## src/common/sbs_pkg.sv

```systemverilog
/*
 package for the servo brake stop sequencer: parameter defaults, codes, timing.
 assumes a single 125 MHz clock domain.
*/
package sbs_pkg;
    // clock and tick timing
    localparam int CLK_HZ = 125_000_000;
    localparam int TICK_MS = 10;
    localparam int TICK_CYCLES = CLK_HZ / 1000 * TICK_MS;
    // register offsets
    localparam logic [3:0] ADDR_CTRL = 4'h0;
    localparam logic [3:0] ADDR_ON_DELAY = 4'h1;
    localparam logic [3:0] ADDR_SPD_LVL = 4'h2;
    localparam logic [3:0] ADDR_WAIT = 4'h3;
    localparam logic [3:0] ADDR_STOP_TRQ = 4'h4;
    localparam logic [3:0] ADDR_MAX_SPD = 4'h5;
    localparam logic [3:0] ADDR_STATUS = 4'h6;
    // ctrl fields
    localparam int CTRL_STOP_BIT = 0;
    localparam int CTRL_TERM_LSB = 4;
    localparam int CTRL_TERM_W = 3;
    // ranges and defaults
    localparam logic [15:0] DELAY_MAX = 16'h01F4;
    localparam logic [15:0] DELAY_RST = 16'h0000;
    localparam logic [15:0] SPD_MAX = 16'h1770;
    localparam logic [15:0] SPD_RST = 16'h0064;
    localparam logic [15:0] WAIT_MIN = 16'h000A;
    localparam logic [15:0] WAIT_MAX = 16'h0064;
    localparam logic [15:0] WAIT_RST = 16'h0032;
    localparam logic [15:0] TRQ_MAX = 16'h012C;
    localparam logic [15:0] TRQ_RST = 16'h012C;
    localparam logic [15:0] MAXSPD_RST = 16'h1770;
    localparam logic [2:0] TERM_NONE = 3'h0;
    // stop method codes
    localparam logic STOP_DECEL = 1'b0;
    localparam logic STOP_COAST = 1'b1;
    typedef enum logic [1:0] {SBS_STOP_NONE, SBS_STOP_DECEL, SBS_STOP_COAST} sbs_stop_t;
    typedef enum {SBS_RUN, SBS_DELAY, SBS_SPIN, SBS_OFF} sbs_state_t;
endpackage

```

## src/rtl/sbs_seq.sv

```systemverilog
/*
 brake and stop sequencer: brake-hold timing at servo-off, stop method select,
 output terminal mapping with or-combining, small register port.
 assumes synchronous inputs, one clock, speed in r/min as unsigned magnitude.
*/
// Implementation choices: strobed register access and the address map.
`timescale 1ns/1ps
// Operation
// - by default brake asserts the instant servo-on drops while stopped
// - stopped: motor de-energize delayed 0..500 ticks after brake, default 0
// - alarm de-energizes motor at once, ignoring the delay
// - brake speed threshold 0..6000 r/min, default 100
// - rotating wait timeout 10..100 ticks, default 50
// - rotating: brake once speed falls below threshold
// - rotating: brake when wait timeout elapses, whichever first
// - brake-hold output high engages the brake
// - functions sharing one terminal are or-combined
// - threshold clipped to the motor maximum speed
// - stop digit 0 decelerates then coasts, 1 coasts
// - stop method applied at servo-off only; power loss uses decelerating stop
// - main or control power loss forces decelerating stop
// - alarm forces coasting stop
// - stop torque 0..300 percent, default 300
// - brake-hold drives no terminal until assigned, default unassigned
module sbs_seq #(
    parameter int TICK_CYCLES = sbs_pkg::TICK_CYCLES,
    parameter int TERMS = 6
) (
    // clock and reset
    input wire logic mclk_in,
    input wire logic rst_b_in,
    // register port
    input wire logic [3:0] addr_in,
    input wire logic [15:0] wdata_in,
    input wire logic wr_in,
    input wire logic rd_in,
    output logic [15:0] rdata_out,
    // drive status
    input wire logic servo_on_in,
    input wire logic alarm_in,
    input wire logic main_pwr_ok_in,
    input wire logic ctrl_pwr_ok_in,
    input wire logic [15:0] speed_in,
    input wire logic [TERMS-1:0] other_func_in,
    // drive commands
    output logic energize_out,
    output logic [1:0] stop_mode_out,
    output logic [15:0] stop_torque_out,
    output logic brake_hold_output_out,
    output logic [TERMS-1:0] term_out
);
    logic [15:0] delay_q, delay_d, spd_q, spd_d, wait_q, wait_d;
    logic [15:0] trq_q, trq_d, maxspd_q, maxspd_d;
    logic stop_sel_q, stop_sel_d;
    logic [2:0] term_sel_q, term_sel_d;
    logic [15:0] rdata_d;
    sbs_pkg::sbs_state_t st_q, st_d;
    logic [15:0] cnt_q, cnt_d;
    logic son_q;
    logic tick;
    logic tick_clr;
    logic [15:0] thr;
    logic pwr_off;
    logic brake_d, en_d;
    logic [1:0] mode_d;
    logic [TERMS-1:0] term_d;

    // clamp helper
    function automatic logic [15:0] clip(input logic [15:0] v, input logic [15:0] lo,
                                         input logic [15:0] hi);
        clip = (v < lo) ? lo : ((v > hi) ? hi : v);
    endfunction

    // register file, writes other than ctrl and max speed clipped into range
    always_comb
    begin
        delay_d = delay_q;
        spd_d = spd_q;
        wait_d = wait_q;
        trq_d = trq_q;
        maxspd_d = maxspd_q;
        stop_sel_d = stop_sel_q;
        term_sel_d = term_sel_q;
        rdata_d = 16'h0000;
        if (wr_in)
        begin
            unique case (addr_in)
                sbs_pkg::ADDR_CTRL:
                begin
                    stop_sel_d = wdata_in[sbs_pkg::CTRL_STOP_BIT];
                    term_sel_d = wdata_in[sbs_pkg::CTRL_TERM_LSB +: sbs_pkg::CTRL_TERM_W];
                end
                sbs_pkg::ADDR_ON_DELAY: delay_d = clip(wdata_in, 16'h0000, sbs_pkg::DELAY_MAX);
                sbs_pkg::ADDR_SPD_LVL: spd_d = clip(wdata_in, 16'h0000, sbs_pkg::SPD_MAX);
                sbs_pkg::ADDR_WAIT: wait_d = clip(wdata_in, sbs_pkg::WAIT_MIN, sbs_pkg::WAIT_MAX);
                sbs_pkg::ADDR_STOP_TRQ: trq_d = clip(wdata_in, 16'h0000, sbs_pkg::TRQ_MAX);
                sbs_pkg::ADDR_MAX_SPD: maxspd_d = wdata_in;
                default: ;
            endcase
        end
        if (rd_in)
        begin
            unique case (addr_in)
                sbs_pkg::ADDR_CTRL:
                    rdata_d = {9'h000, term_sel_q, 3'h0, stop_sel_q};
                sbs_pkg::ADDR_ON_DELAY: rdata_d = delay_q;
                sbs_pkg::ADDR_SPD_LVL: rdata_d = spd_q;
                sbs_pkg::ADDR_WAIT: rdata_d = wait_q;
                sbs_pkg::ADDR_STOP_TRQ: rdata_d = trq_q;
                sbs_pkg::ADDR_MAX_SPD: rdata_d = maxspd_q;
                sbs_pkg::ADDR_STATUS:
                    rdata_d = {11'h000, stop_mode_out, energize_out, brake_hold_output_out,
                               son_q};
                default: rdata_d = 16'h0000;
            endcase
        end
    end

    always_ff @(posedge mclk_in or negedge rst_b_in)
    begin
        if (!rst_b_in)
        begin
            delay_q <= sbs_pkg::DELAY_RST;
            spd_q <= sbs_pkg::SPD_RST;
            wait_q <= sbs_pkg::WAIT_RST;
            trq_q <= sbs_pkg::TRQ_RST;
            maxspd_q <= sbs_pkg::MAXSPD_RST;
            stop_sel_q <= sbs_pkg::STOP_DECEL;
            term_sel_q <= sbs_pkg::TERM_NONE;
            rdata_out <= 16'h0000;
        end
        else
        begin
            delay_q <= delay_d;
            spd_q <= spd_d;
            wait_q <= wait_d;
            trq_q <= trq_d;
            maxspd_q <= maxspd_d;
            stop_sel_q <= stop_sel_d;
            term_sel_q <= term_sel_d;
            rdata_out <= rdata_d;
        end
    end

    // tick, restarted at servo-off
    assign tick_clr = (st_q == sbs_pkg::SBS_RUN);

    sbs_tick #(
        .CYCLES(TICK_CYCLES)
    ) u_tick (
        .mclk_in(mclk_in),
        .rst_b_in(rst_b_in),
        .clear_in(tick_clr),
        .tick_out(tick)
    );

    assign thr = (spd_q > maxspd_q) ? maxspd_q : spd_q;
    assign pwr_off = !main_pwr_ok_in || !ctrl_pwr_ok_in;

    // brake and energize sequence
    always_comb
    begin
        st_d = st_q;
        cnt_d = cnt_q;
        if (tick)
        begin
            cnt_d = cnt_q + 16'h0001;
        end
        unique case (st_q)
            sbs_pkg::SBS_RUN:
            begin
                if (alarm_in)
                begin
                    st_d = sbs_pkg::SBS_OFF;
                end
                else if (!servo_on_in || pwr_off)
                begin
                    cnt_d = 16'h0000;
                    if (speed_in < thr)
                    begin
                        st_d = (delay_q == 16'h0000) ? sbs_pkg::SBS_OFF : sbs_pkg::SBS_DELAY;
                    end
                    else
                    begin
                        st_d = sbs_pkg::SBS_SPIN;
                    end
                end
            end
            sbs_pkg::SBS_DELAY:
            begin
                if (alarm_in || cnt_d >= delay_q)
                begin
                    st_d = sbs_pkg::SBS_OFF;
                end
            end
            sbs_pkg::SBS_SPIN:
            begin
                if (alarm_in || speed_in < thr || cnt_d >= wait_q)
                begin
                    st_d = sbs_pkg::SBS_OFF;
                end
            end
            sbs_pkg::SBS_OFF:
            begin
                if (servo_on_in && !alarm_in && !pwr_off)
                begin
                    st_d = sbs_pkg::SBS_RUN;
                end
            end
        endcase
    end

    // brake and energize derived from next state, stop mode from the inputs
    always_comb
    begin
        brake_d = (st_d != sbs_pkg::SBS_RUN) && (st_d != sbs_pkg::SBS_SPIN);
        en_d = (st_d == sbs_pkg::SBS_RUN) || (st_d == sbs_pkg::SBS_DELAY);
        if (alarm_in)
        begin
            en_d = 1'b0;
            mode_d = sbs_pkg::SBS_STOP_COAST;
        end
        else if (pwr_off)
        begin
            en_d = 1'b0;
            mode_d = sbs_pkg::SBS_STOP_DECEL;
        end
        else if (!servo_on_in)
        begin
            mode_d = (stop_sel_q == sbs_pkg::STOP_COAST) ? sbs_pkg::SBS_STOP_COAST
                                                        : sbs_pkg::SBS_STOP_DECEL;
        end
        else
        begin
            mode_d = sbs_pkg::SBS_STOP_NONE;
        end
    end

    // terminal mapping
    for (genvar i = 0; i < TERMS; i++)
    begin : g_term
        assign term_d[i] = other_func_in[i] |
                           (brake_d && term_sel_q == 3'(i + 1));
    end

    always_ff @(posedge mclk_in or negedge rst_b_in)
    begin
        if (!rst_b_in)
        begin
            st_q <= sbs_pkg::SBS_OFF;
            cnt_q <= 16'h0000;
            son_q <= 1'b0;
            energize_out <= 1'b0;
            stop_mode_out <= sbs_pkg::SBS_STOP_NONE;
            stop_torque_out <= sbs_pkg::TRQ_RST;
            brake_hold_output_out <= 1'b1;
            term_out <= '0;
        end
        else
        begin
            st_q <= st_d;
            cnt_q <= cnt_d;
            son_q <= servo_on_in;
            energize_out <= en_d;
            stop_mode_out <= mode_d;
            stop_torque_out <= trq_q;
            brake_hold_output_out <= brake_d;
            term_out <= term_d;
        end
    end

    AST_ALARM_OFF: assert property (@(posedge mclk_in) disable iff (!rst_b_in)
        alarm_in |=> !energize_out && stop_mode_out == sbs_pkg::SBS_STOP_COAST)
        else $error("alarm did not de-energize with coast");
    AST_PWR_DECEL: assert property (@(posedge mclk_in) disable iff (!rst_b_in)
        (pwr_off && !alarm_in) |=> stop_mode_out == sbs_pkg::SBS_STOP_DECEL)
        else $error("power loss did not force decel");
    AST_STOP_SEL: assert property (@(posedge mclk_in) disable iff (!rst_b_in)
        (!servo_on_in && !pwr_off && !alarm_in) |=>
        stop_mode_out == ($past(stop_sel_q) ? sbs_pkg::SBS_STOP_COAST
                                            : sbs_pkg::SBS_STOP_DECEL))
        else $error("stop method mismatch");
    AST_BRAKE_IMMED: assert property (@(posedge mclk_in) disable iff (!rst_b_in)
        (st_q == sbs_pkg::SBS_RUN && !servo_on_in && speed_in < thr) |=>
        brake_hold_output_out)
        else $error("brake late while stopped");
    AST_SPIN_SLOW: assert property (@(posedge mclk_in) disable iff (!rst_b_in)
        (st_q == sbs_pkg::SBS_SPIN && speed_in < thr) |=> brake_hold_output_out)
        else $error("brake missed on low speed");
    AST_SPIN_TIMEOUT: assert property (@(posedge mclk_in) disable iff (!rst_b_in)
        (st_q == sbs_pkg::SBS_SPIN) |-> cnt_q <= wait_q)
        else $error("wait timeout exceeded");
    AST_DELAY_EN: assert property (@(posedge mclk_in) disable iff (!rst_b_in)
        (st_q == sbs_pkg::SBS_DELAY && !alarm_in && !pwr_off) |-> brake_hold_output_out
        && energize_out)
        else $error("delay state outputs wrong");
    AST_THR_CLIP: assert property (@(posedge mclk_in) disable iff (!rst_b_in)
        thr <= maxspd_q && thr <= spd_q)
        else $error("threshold not clipped");
    AST_TERM_NONE: assert property (@(posedge mclk_in) disable iff (!rst_b_in)
        (term_sel_q == sbs_pkg::TERM_NONE) |=> term_out == $past(other_func_in))
        else $error("unassigned brake drove terminal");
    AST_LIMITS: assert property (@(posedge mclk_in) disable iff (!rst_b_in)
        delay_q <= sbs_pkg::DELAY_MAX && wait_q >= sbs_pkg::WAIT_MIN
        && trq_q <= sbs_pkg::TRQ_MAX)
        else $error("parameter out of range");

    COV_SPIN: cover property (@(posedge mclk_in) st_q == sbs_pkg::SBS_SPIN ##1 st_q == sbs_pkg::SBS_OFF);
    COV_DELAY: cover property (@(posedge mclk_in) st_q == sbs_pkg::SBS_DELAY ##1 st_q == sbs_pkg::SBS_OFF);
    COV_ALARM: cover property (@(posedge mclk_in) alarm_in && st_q == sbs_pkg::SBS_RUN);
endmodule

```

## src/rtl/sbs_tick.sv

```systemverilog
/*
 10 ms tick generator from the system clock.
 assumes mclk_in at the package clock rate.
*/
`timescale 1ns/1ps
module sbs_tick #(
    parameter int CYCLES = sbs_pkg::TICK_CYCLES
) (
    // clock and reset
    input wire logic mclk_in,
    input wire logic rst_b_in,
    // restart and tick
    input wire logic clear_in,
    output logic tick_out
);
    logic [31:0] cnt_q;
    logic [31:0] cnt_d;
    logic tick_d;

    always_comb
    begin
        tick_d = 1'b0;
        cnt_d = cnt_q + 32'h0000_0001;
        if (clear_in)
        begin
            cnt_d = 32'h0000_0000;
        end
        else if (cnt_q == 32'(CYCLES - 1))
        begin
            cnt_d = 32'h0000_0000;
            tick_d = 1'b1;
        end
    end

    always_ff @(posedge mclk_in or negedge rst_b_in)
    begin
        if (!rst_b_in)
        begin
            cnt_q <= 32'h0000_0000;
            tick_out <= 1'b0;
        end
        else
        begin
            cnt_q <= cnt_d;
            tick_out <= tick_d;
        end
    end
endmodule

```

## config.mk

```make
export PLATFORM = sky130hd
export DESIGN_NAME = sbs_seq
export DESIGN_NICKNAME = d
export VERILOG_FILES = /design/src/common/sbs_pkg.sv /design/src/rtl/sbs_seq.sv /design/src/rtl/sbs_tick.sv
export SDC_FILE = /design/constraint.sdc
export NUM_CORES = 1
export LEC_CHECK = 0
export ABC_CLOCK_PERIOD_IN_PS = 4000
export BUFFER_PORTS_ARGS = -buffer_cell sky130_fd_sc_hd__buf_2
export CAP_MARGIN = 10
export CORE_ASPECT_RATIO = 0.5
export CORE_MARGIN = 2
export CORE_UTILIZATION = 42
export CTS_CLUSTER_DIAMETER = 50
export DETAILED_ROUTE_END_ITERATION = 10
export GPL_TIMING_DRIVEN = 0
export PLACE_DENSITY = 0.69
export REMOVE_ABC_BUFFERS = 1
export SYNTH_ARGS = -nofsm -noshare
export SYNTH_HDL_FRONTEND = slang
export SYNTH_SLANG_ARGS = --single-unit
```

## constraint.sdc

```tcl
create_clock -name mclk_in -period 4 [get_ports mclk_in]
set_input_delay 0.4 -clock mclk_in [delete_from_list [all_inputs] [get_ports mclk_in]]
set_output_delay 0.4 -clock mclk_in [all_outputs]
set_load 0.02 [all_outputs]
```

==> run metrics, run 1 <==
Post-Syn Area around 10,000 um2; Hold Fails Final Rpt 0; CP required 4.37 ns; Tot GR Track Use 20.3%; vias in the first global route 7,934; DR DRC count 0; sequential area share after synthesis slightly above 50%; Die W ~230 um; commonest non-fill, non-tap cell in the layout dfrtp_1; status finished with violations; Skew-Pair Late Insertion Delay about 0.5 ns; DP HPWL 18,600 um; core box area 24,100 um2; first-pass iteration count of the detailed router 5; Distinct cells, synth 63; CTS tree built; Avg WL per Cell 18.2 um; worst setup margin -0.129 ns; min-delay src servo_on_in; PD cells 454 nW/um2; largest net degree at the start of global routing ~120; Routed WL roughly 26,000 um; starting density of the core 43.0%; Crit Path Class reg2reg; DIE HEIGHT 115 um; input/output buffers 91; worst slew pin tran around 1.2 ns; H-Tree Depth 1; Clock transition at path regs ~0.070 ns; Crit path arrival time 4.49 ns; total gr overflow 0; failing checks negative setup slack; Cells after Synth around 1,000; RSZ-0062 raised after global routing yes; Die ar. 26,000 um2; area grow syn2layout 18.3%; critical path cell sequence inv_2 -> ha_4 -> nand4_1 -> buf_6 -> a2111o_1 -> a31oi_4 -> buf_12 -> mux2i_1 -> ha_1 -> nand4_1 -> or3_4 -> o21bai_4 -> a21boi_4 -> o211ai_1 -> buf_4 -> nand3_4 -> a41o_1; Lkg Pwr 5.76 nW; Final Util 50.8%; final net count 1,203; slowest CP cell dfstp_2; maxcap violations 0; most frequent CP cell nand4_1; Avg Cell Area, Syn 10.6 um2; Startpoint Class flip-flop; FF+latch count, synth roughly 210; Reg2Reg Setup Slack -0.13 ns; Iter 0 DRT Violations 800; Via density 5.52; filler cell count 2,102; WP buf/inv 4; synth warn 0; min-delay worst type in2reg; Tcrit/Tclk final 103%; Slew Limit Headroom 21.8%; share of cells above drive strength 1 21.0%; Post-synth EDFFs 0; fin crit period around 4.1 ns; Num CTS Buffers 21; most frequent cells in the layout dfrtp_1, buf_2, nor2_1; crit-path max cell delay 0.55 ns; ant diodes 0; Most used DFF post-synth dfrtp_1; Clock Tree Buf Depth 3; Crit Path Max Fanout 7; Antenna Nets Post-Route 0; final slew viol count 0; register area 5240 um2; Max IR drop VDD 229 uV; first-pass GRT wire length 41,800 um; detailed-route via count 7,929; initial antenna violation count 0; reg2reg start maxspd_q[12]; final instance area approximately 12,000 um2; critical path endpoint category flip-flop; # IOs slightly above 90; dpl cell area 11,100 um2; area of the multi-input gates between 4000 and 5000 um2; Worst Skew 0.0191 ns; pre-CTS setup slack -1.25 ns; Worst path top cell family by delay compound AO/OA/AOI/OAI gates; fraction of registers with async set/reset 100%; Setup-failing EPs final 36; Critical Path Start maxspd_q[12]; Placement Rows 40; clock root cell clkbuf_16; Tot Pwr 5.56 mW; gpl congestion roughly 0.9; clk sinks 208; fmax approximately 0.24 GHz
sequential cells by signal, summed over array words and instances (netlist names), 3 cells and up:
signal / flops
u_tick.cnt_q: 32
trq_q: 16
term_sel_q: 3
wait_q: 16
maxspd_q: 16
term_out: 6
stop_torque_out: 16
spd_q: 16
delay_q: 16
cnt_q: 16
rdata_out: 16
st_q: 32
repair_timing:
action / in CTS / in global routing
pin swaps: 9 / 15
endpoints found under the hold margin: 73 / 0
buffers inserted: 16 / 8
gates resized for setup: 18 / 12
hold buffers: 1 / 0
gates cloned: 2 / 0
endpoints found under the setup margin: 38 / 38
logic make-up (layout without fill, tap and decap cells):
| kind of cell | count (synthesis) | after routing | synth area share [%] |
|---|---|---|---|
| muxes | 39 | 39 | 4.03 |
| and+or+nand+nor | 327 | 327 | 16.4 |
| buffers and inverters | 98 | 218 | 3.83 |
| xor gates and xnor gates | 44 | 44 | 3.72 |
| DFF | 208 | 208 | 50.6 |
| AOI/OAI and AO/OA | 199 | 200 | 13.6 |
| adders and majority gates | 65 | 65 | 7.86 |
final timing paths:
path                       cells after the start            endpoint
min in group asynchronous                      2            st_q[14]
max in group asynchronous                      3            spd_q[9]
hold / removal                                 1               son_q
setup reg to reg                              17         term_out[4]
setup / recovery                              17         term_out[4]
hold reg to reg                                0  stop_torque_out[8]
per-stage QoR:
| stage | setup TNS [ns] | cells | hold slack [ns] |
|---|---|---|---|
| floorplan | -3.53 | 943 | 0.104 |
| global placement | -173.46 | 1370 | 0.372 |
| detailed placement | -41.67 | 1373 | 0.370 |
| CTS | 0 | 1428 | 0.0864 |
| global route | -7.22 | 1437 | 0.0917 |
| finish | -1.37 | 1437 | 0.103 |
Yosys cell counts, types with 2 or more instances:
cell type	count	share of area [%]
dfrtp_1	184	44
nor2_1	79	2.9
nand2_1	69	2.5
ha_1	65	7.9
inv_1	61	2.2
a21oi_1	45	2.2
and2_1	37	2.2
o21ai_0	30	1.5
clkbuf_1	29	1.1
xnor2_1	27	2.3
nand4_1	25	1.5
a22oi_1	24	1.7
dfstp_2	24	6.1
nand3_1	23	1.1
mux2_2	21	2.3
nor4_1	19	1.1
mux2i_1	18	1.7
xor2_1	17	1.4
nor2b_1	16	0.97
and3_1	14	0.85
a21boi_0	13	0.94
a31oi_1	13	0.79
a22o_1	10	0.85
o22a_1	9	0.76
a211oi_1	8	0.58
a222oi_1	8	0.77
and4_1	8	0.68
nor3_1	8	0.39
a41o_1	7	0.68
or3_1	7	0.42
a21o_1	5	0.36
buf_2	5	0.24
nand2b_1	5	0.30
or2_2	4	0.24
or4_1	4	0.29
buf_6	3	0.33
nor4b_1	3	0.25
o211ai_1	3	0.22
a211o_1	2	0.17
a311o_1	2	0.19
o211a_1	2	0.19
o21a_1	2	0.15
o31ai_1	2	0.15
metal layers:
metal | global-route usage (%) | vias to the layer above | part of all wire [%]
met1 | 27.3 | 3917 | 45
met3 | 3.68 | 44 | 5.9
met5 | 0 | - | 0
met2 | 33.9 | 232 | 47
met4 | 5.56 | 0 | 2.0
li1 | - | 3736 | -
final cells by class:
cell class	count	share of cell area (%)
Sequential cell	208	42.8
Multi-Input combinational cell	675	39.8
Timing Repair Buffer	121	6.39
Clock buffer	29	4.95
Tap cell	336	3.43
Inverter	61	1.87
Clock inverter	7	0.787
power by group:
group	switching (mW)	internal, mW
clock network	0.800	1.19
registers	0.190	2.32
logic	0.572	0.490
No activity file was read; power rests on OpenSTA's default activity.
==> run 2, diff against run 1 <==
--- a/config.mk
+++ b/config.mk
@@ -11,6 +11,7 @@
 export CORE_ASPECT_RATIO = 0.5
 export CORE_MARGIN = 2
 export CORE_UTILIZATION = 42
+export CTS_BUF_LIST = sky130_fd_sc_hd__clkbuf_2
 export CTS_CLUSTER_DIAMETER = 50
 export DETAILED_ROUTE_END_ITERATION = 10
 export GPL_TIMING_DRIVEN = 0
==> run 2 against run 1 <==
The flow still finishes with violations (negative setup slack). First-iteration DRC count decreased by 8.4%. Worst setup slack improved by 0.029 ns. Critical path depth increased by 1. Cell area increased by 1.3%. Clock power decreased by 29%. Fmax increased by 0.72%. Die area unchanged. Register-to-register slack improved by 0.03 ns. Sequential share of layout area decreased by 0.57 points. Power decreased by 8.9%. Clock skew increased by 0.079 ns. Highest routed layer unchanged.
==> run metrics, run 2 (synthesis gave the netlist of run 1 again) <==
Tot GR Track Use 20.9% (was 20.3%); Startpoint Class flip-flop (unchanged); Crit path arrival time 4.76 ns (was 4.49 ns); Num CTS Buffers 50 (was 21); Lkg Pwr 5.92 nW (was 5.76 nW); Skew-Pair Late Insertion Delay 0.81 ns (was 0.50 ns); clk sinks 208 (unchanged); DIE HEIGHT 115 um (unchanged); vias in the first global route 8,357 (was 7,934); filler cell count 2,091 (was 2,102); critical path endpoint category flip-flop (unchanged); Via density 5.43 (was 5.52); Worst Skew 0.0985 ns (was 0.0191 ns); Hold Fails Final Rpt 0 (unchanged); most frequent cells in the layout dfrtp_1, buf_2, nor2_1 (unchanged); final net count 1,265 (was 1,203); largest net degree at the start of global routing 117 (unchanged); first-pass GRT wire length 42,900 um (was 41,800 um); Clock Tree Buf Depth 3 (unchanged); PD cells 408 nW/um2 (was 454 nW/um2); Die ar. 26,000 um2 (unchanged); gpl congestion 0.901 (unchanged); clock root cell clkbuf_2 (was clkbuf_16); Routed WL 26,800 um (was 26,100 um); min-delay worst type in2reg (unchanged); final slew viol count 0 (unchanged); detailed-route via count 8,304 (was 7,929); starting density of the core 43.0% (unchanged); dpl cell area 11,100 um2 (unchanged); commonest non-fill, non-tap cell in the layout dfrtp_1 (unchanged); WHS 0.163 ns (was 0.103 ns); maxcap violations 0 (unchanged); first-pass iteration count of the detailed router 7 (was 5); # IOs 92 (unchanged); input/output buffers 91 (unchanged); failing checks negative setup slack (unchanged); Crit Path Class reg2reg (unchanged); Slew Limit Headroom 22.2% (was 21.8%); Placement Rows 40 (unchanged); Crit Path Max Fanout 7 (unchanged); Avg WL per Cell 17.5 um (was 18.2 um); worst slew pin tran 1.16 ns (was 1.17 ns); Antenna Nets Post-Route 0 (unchanged); Max IR drop VDD 161 uV (was 229 uV); register area 5240 um2 (unchanged); worst setup margin -0.0998 ns (was -0.129 ns); CP required 4.66 ns (was 4.37 ns); share of cells above drive strength 1 24.2% (was 21.0%); Die W 226 um (unchanged); fin crit period 4.10 ns (was 4.13 ns); final instance area 12,400 um2 (was 12,200 um2); top flop regs st_q x32, u_tick.cnt_q x32 (unchanged); Clock transition at path regs 0.12 ns (was 0.07 ns); H-Tree Depth 2 (was 1); DP HPWL 18,600 um (unchanged); fmax 0.244 GHz (was 0.242 GHz); initial antenna violation count 1 (was 0); Iter 0 DRT Violations 733 (was 800); DR DRC count 0 (unchanged); area grow syn2layout 19.9% (was 18.3%); Tot Pwr 5.07 mW (was 5.56 mW); total gr overflow 0 (unchanged); CTS tree built (unchanged); RSZ-0062 raised after global routing yes (unchanged); Tcrit/Tclk final 102% (was 103%); pre-CTS setup slack -1.25 ns (unchanged); Setup-failing EPs final 35 (was 36); area of the multi-input gates 4940 um2 (was 4870 um2); Final Util 51.5% (was 50.8%); status finished with violations (unchanged); core box area 24,100 um2 (unchanged)
## run 2: what timing repair did
item                                    in CTS  in global routing
resized for setup                           24                 13
endpoints found under the setup margin      38                 38
buffers inserted                            22                  4
hold buffers                                31                  0
endpoints found under the hold margin      162                  0
pin swaps                                   15                  9
gates cloned                                 2                  1
## run 2: critical path, cell delays in order (launching register included)
cell      delay, ns
dfstp_2        0.57
inv_2          0.05
ha_4           0.25
nand4_1        0.09
buf_6          0.15
a2111o_1       0.40
a31oi_4        0.26
buf_12         0.15
buf_16         0.11
mux2i_1        0.08
ha_1           0.29
nand2_2        0.05
or3_4          0.39
nor2_2         0.11
nand4_1        0.16
o211a_4        0.33
buf_12         0.15
o22ai_4        0.18
and2_1         0.17
## run 2: final timing paths
kind                              start                 end  slack, ns  cells after the start
min                          addr_in[1]        rdata_out[5]       0.16                      4
max reg2reg                maxspd_q[12]             st_q[4]       -0.1                     18
min reg2reg                    trq_q[5]  stop_torque_out[5]       0.39                      0
min in group asynchronous      rst_b_in         term_out[4]       0.19                      2
max                        maxspd_q[12]             st_q[4]       -0.1                     18
max in group asynchronous      rst_b_in    u_tick.cnt_q[25]       2.82                      3
## run 2: report_power, final
part           internal [mW]  switching (mW)
clock                  0.572           0.848
sequential              2.31           0.190
combinational          0.543           0.599
total                   3.43            1.64
## run 2: final cells by class
| cell class | instances | area share (%) |
|---|---|---|
| Antenna cell | 1 | 0.0202 |
| Clock buffer | 76 | 3.07 |
| Clock inverter | 18 | 0.767 |
| Inverter | 61 | 1.85 |
| Multi-Input combinational cell | 676 | 39.8 |
| Sequential cell | 208 | 42.2 |
| Tap cell | 336 | 3.39 |
| Timing Repair Buffer | 153 | 8.92 |
## run 2: per-layer routing
metal	up-vias	global-route usage [%]	wire (um)
met5	-	0	0
li1	3898	-	-
met1	4084	27.6	11800
met3	68	4.52	1830
met2	254	34.0	12400
met4	0	8.17	802
## run 2: stage by stage
step	TNS [ns]	std cells
global placement	-173.46	1370
floorplan	-3.53	943
global route	-7.75	1529
CTS	-0.176	1522
detailed placement	-41.67	1373
finish	-2.16	1529
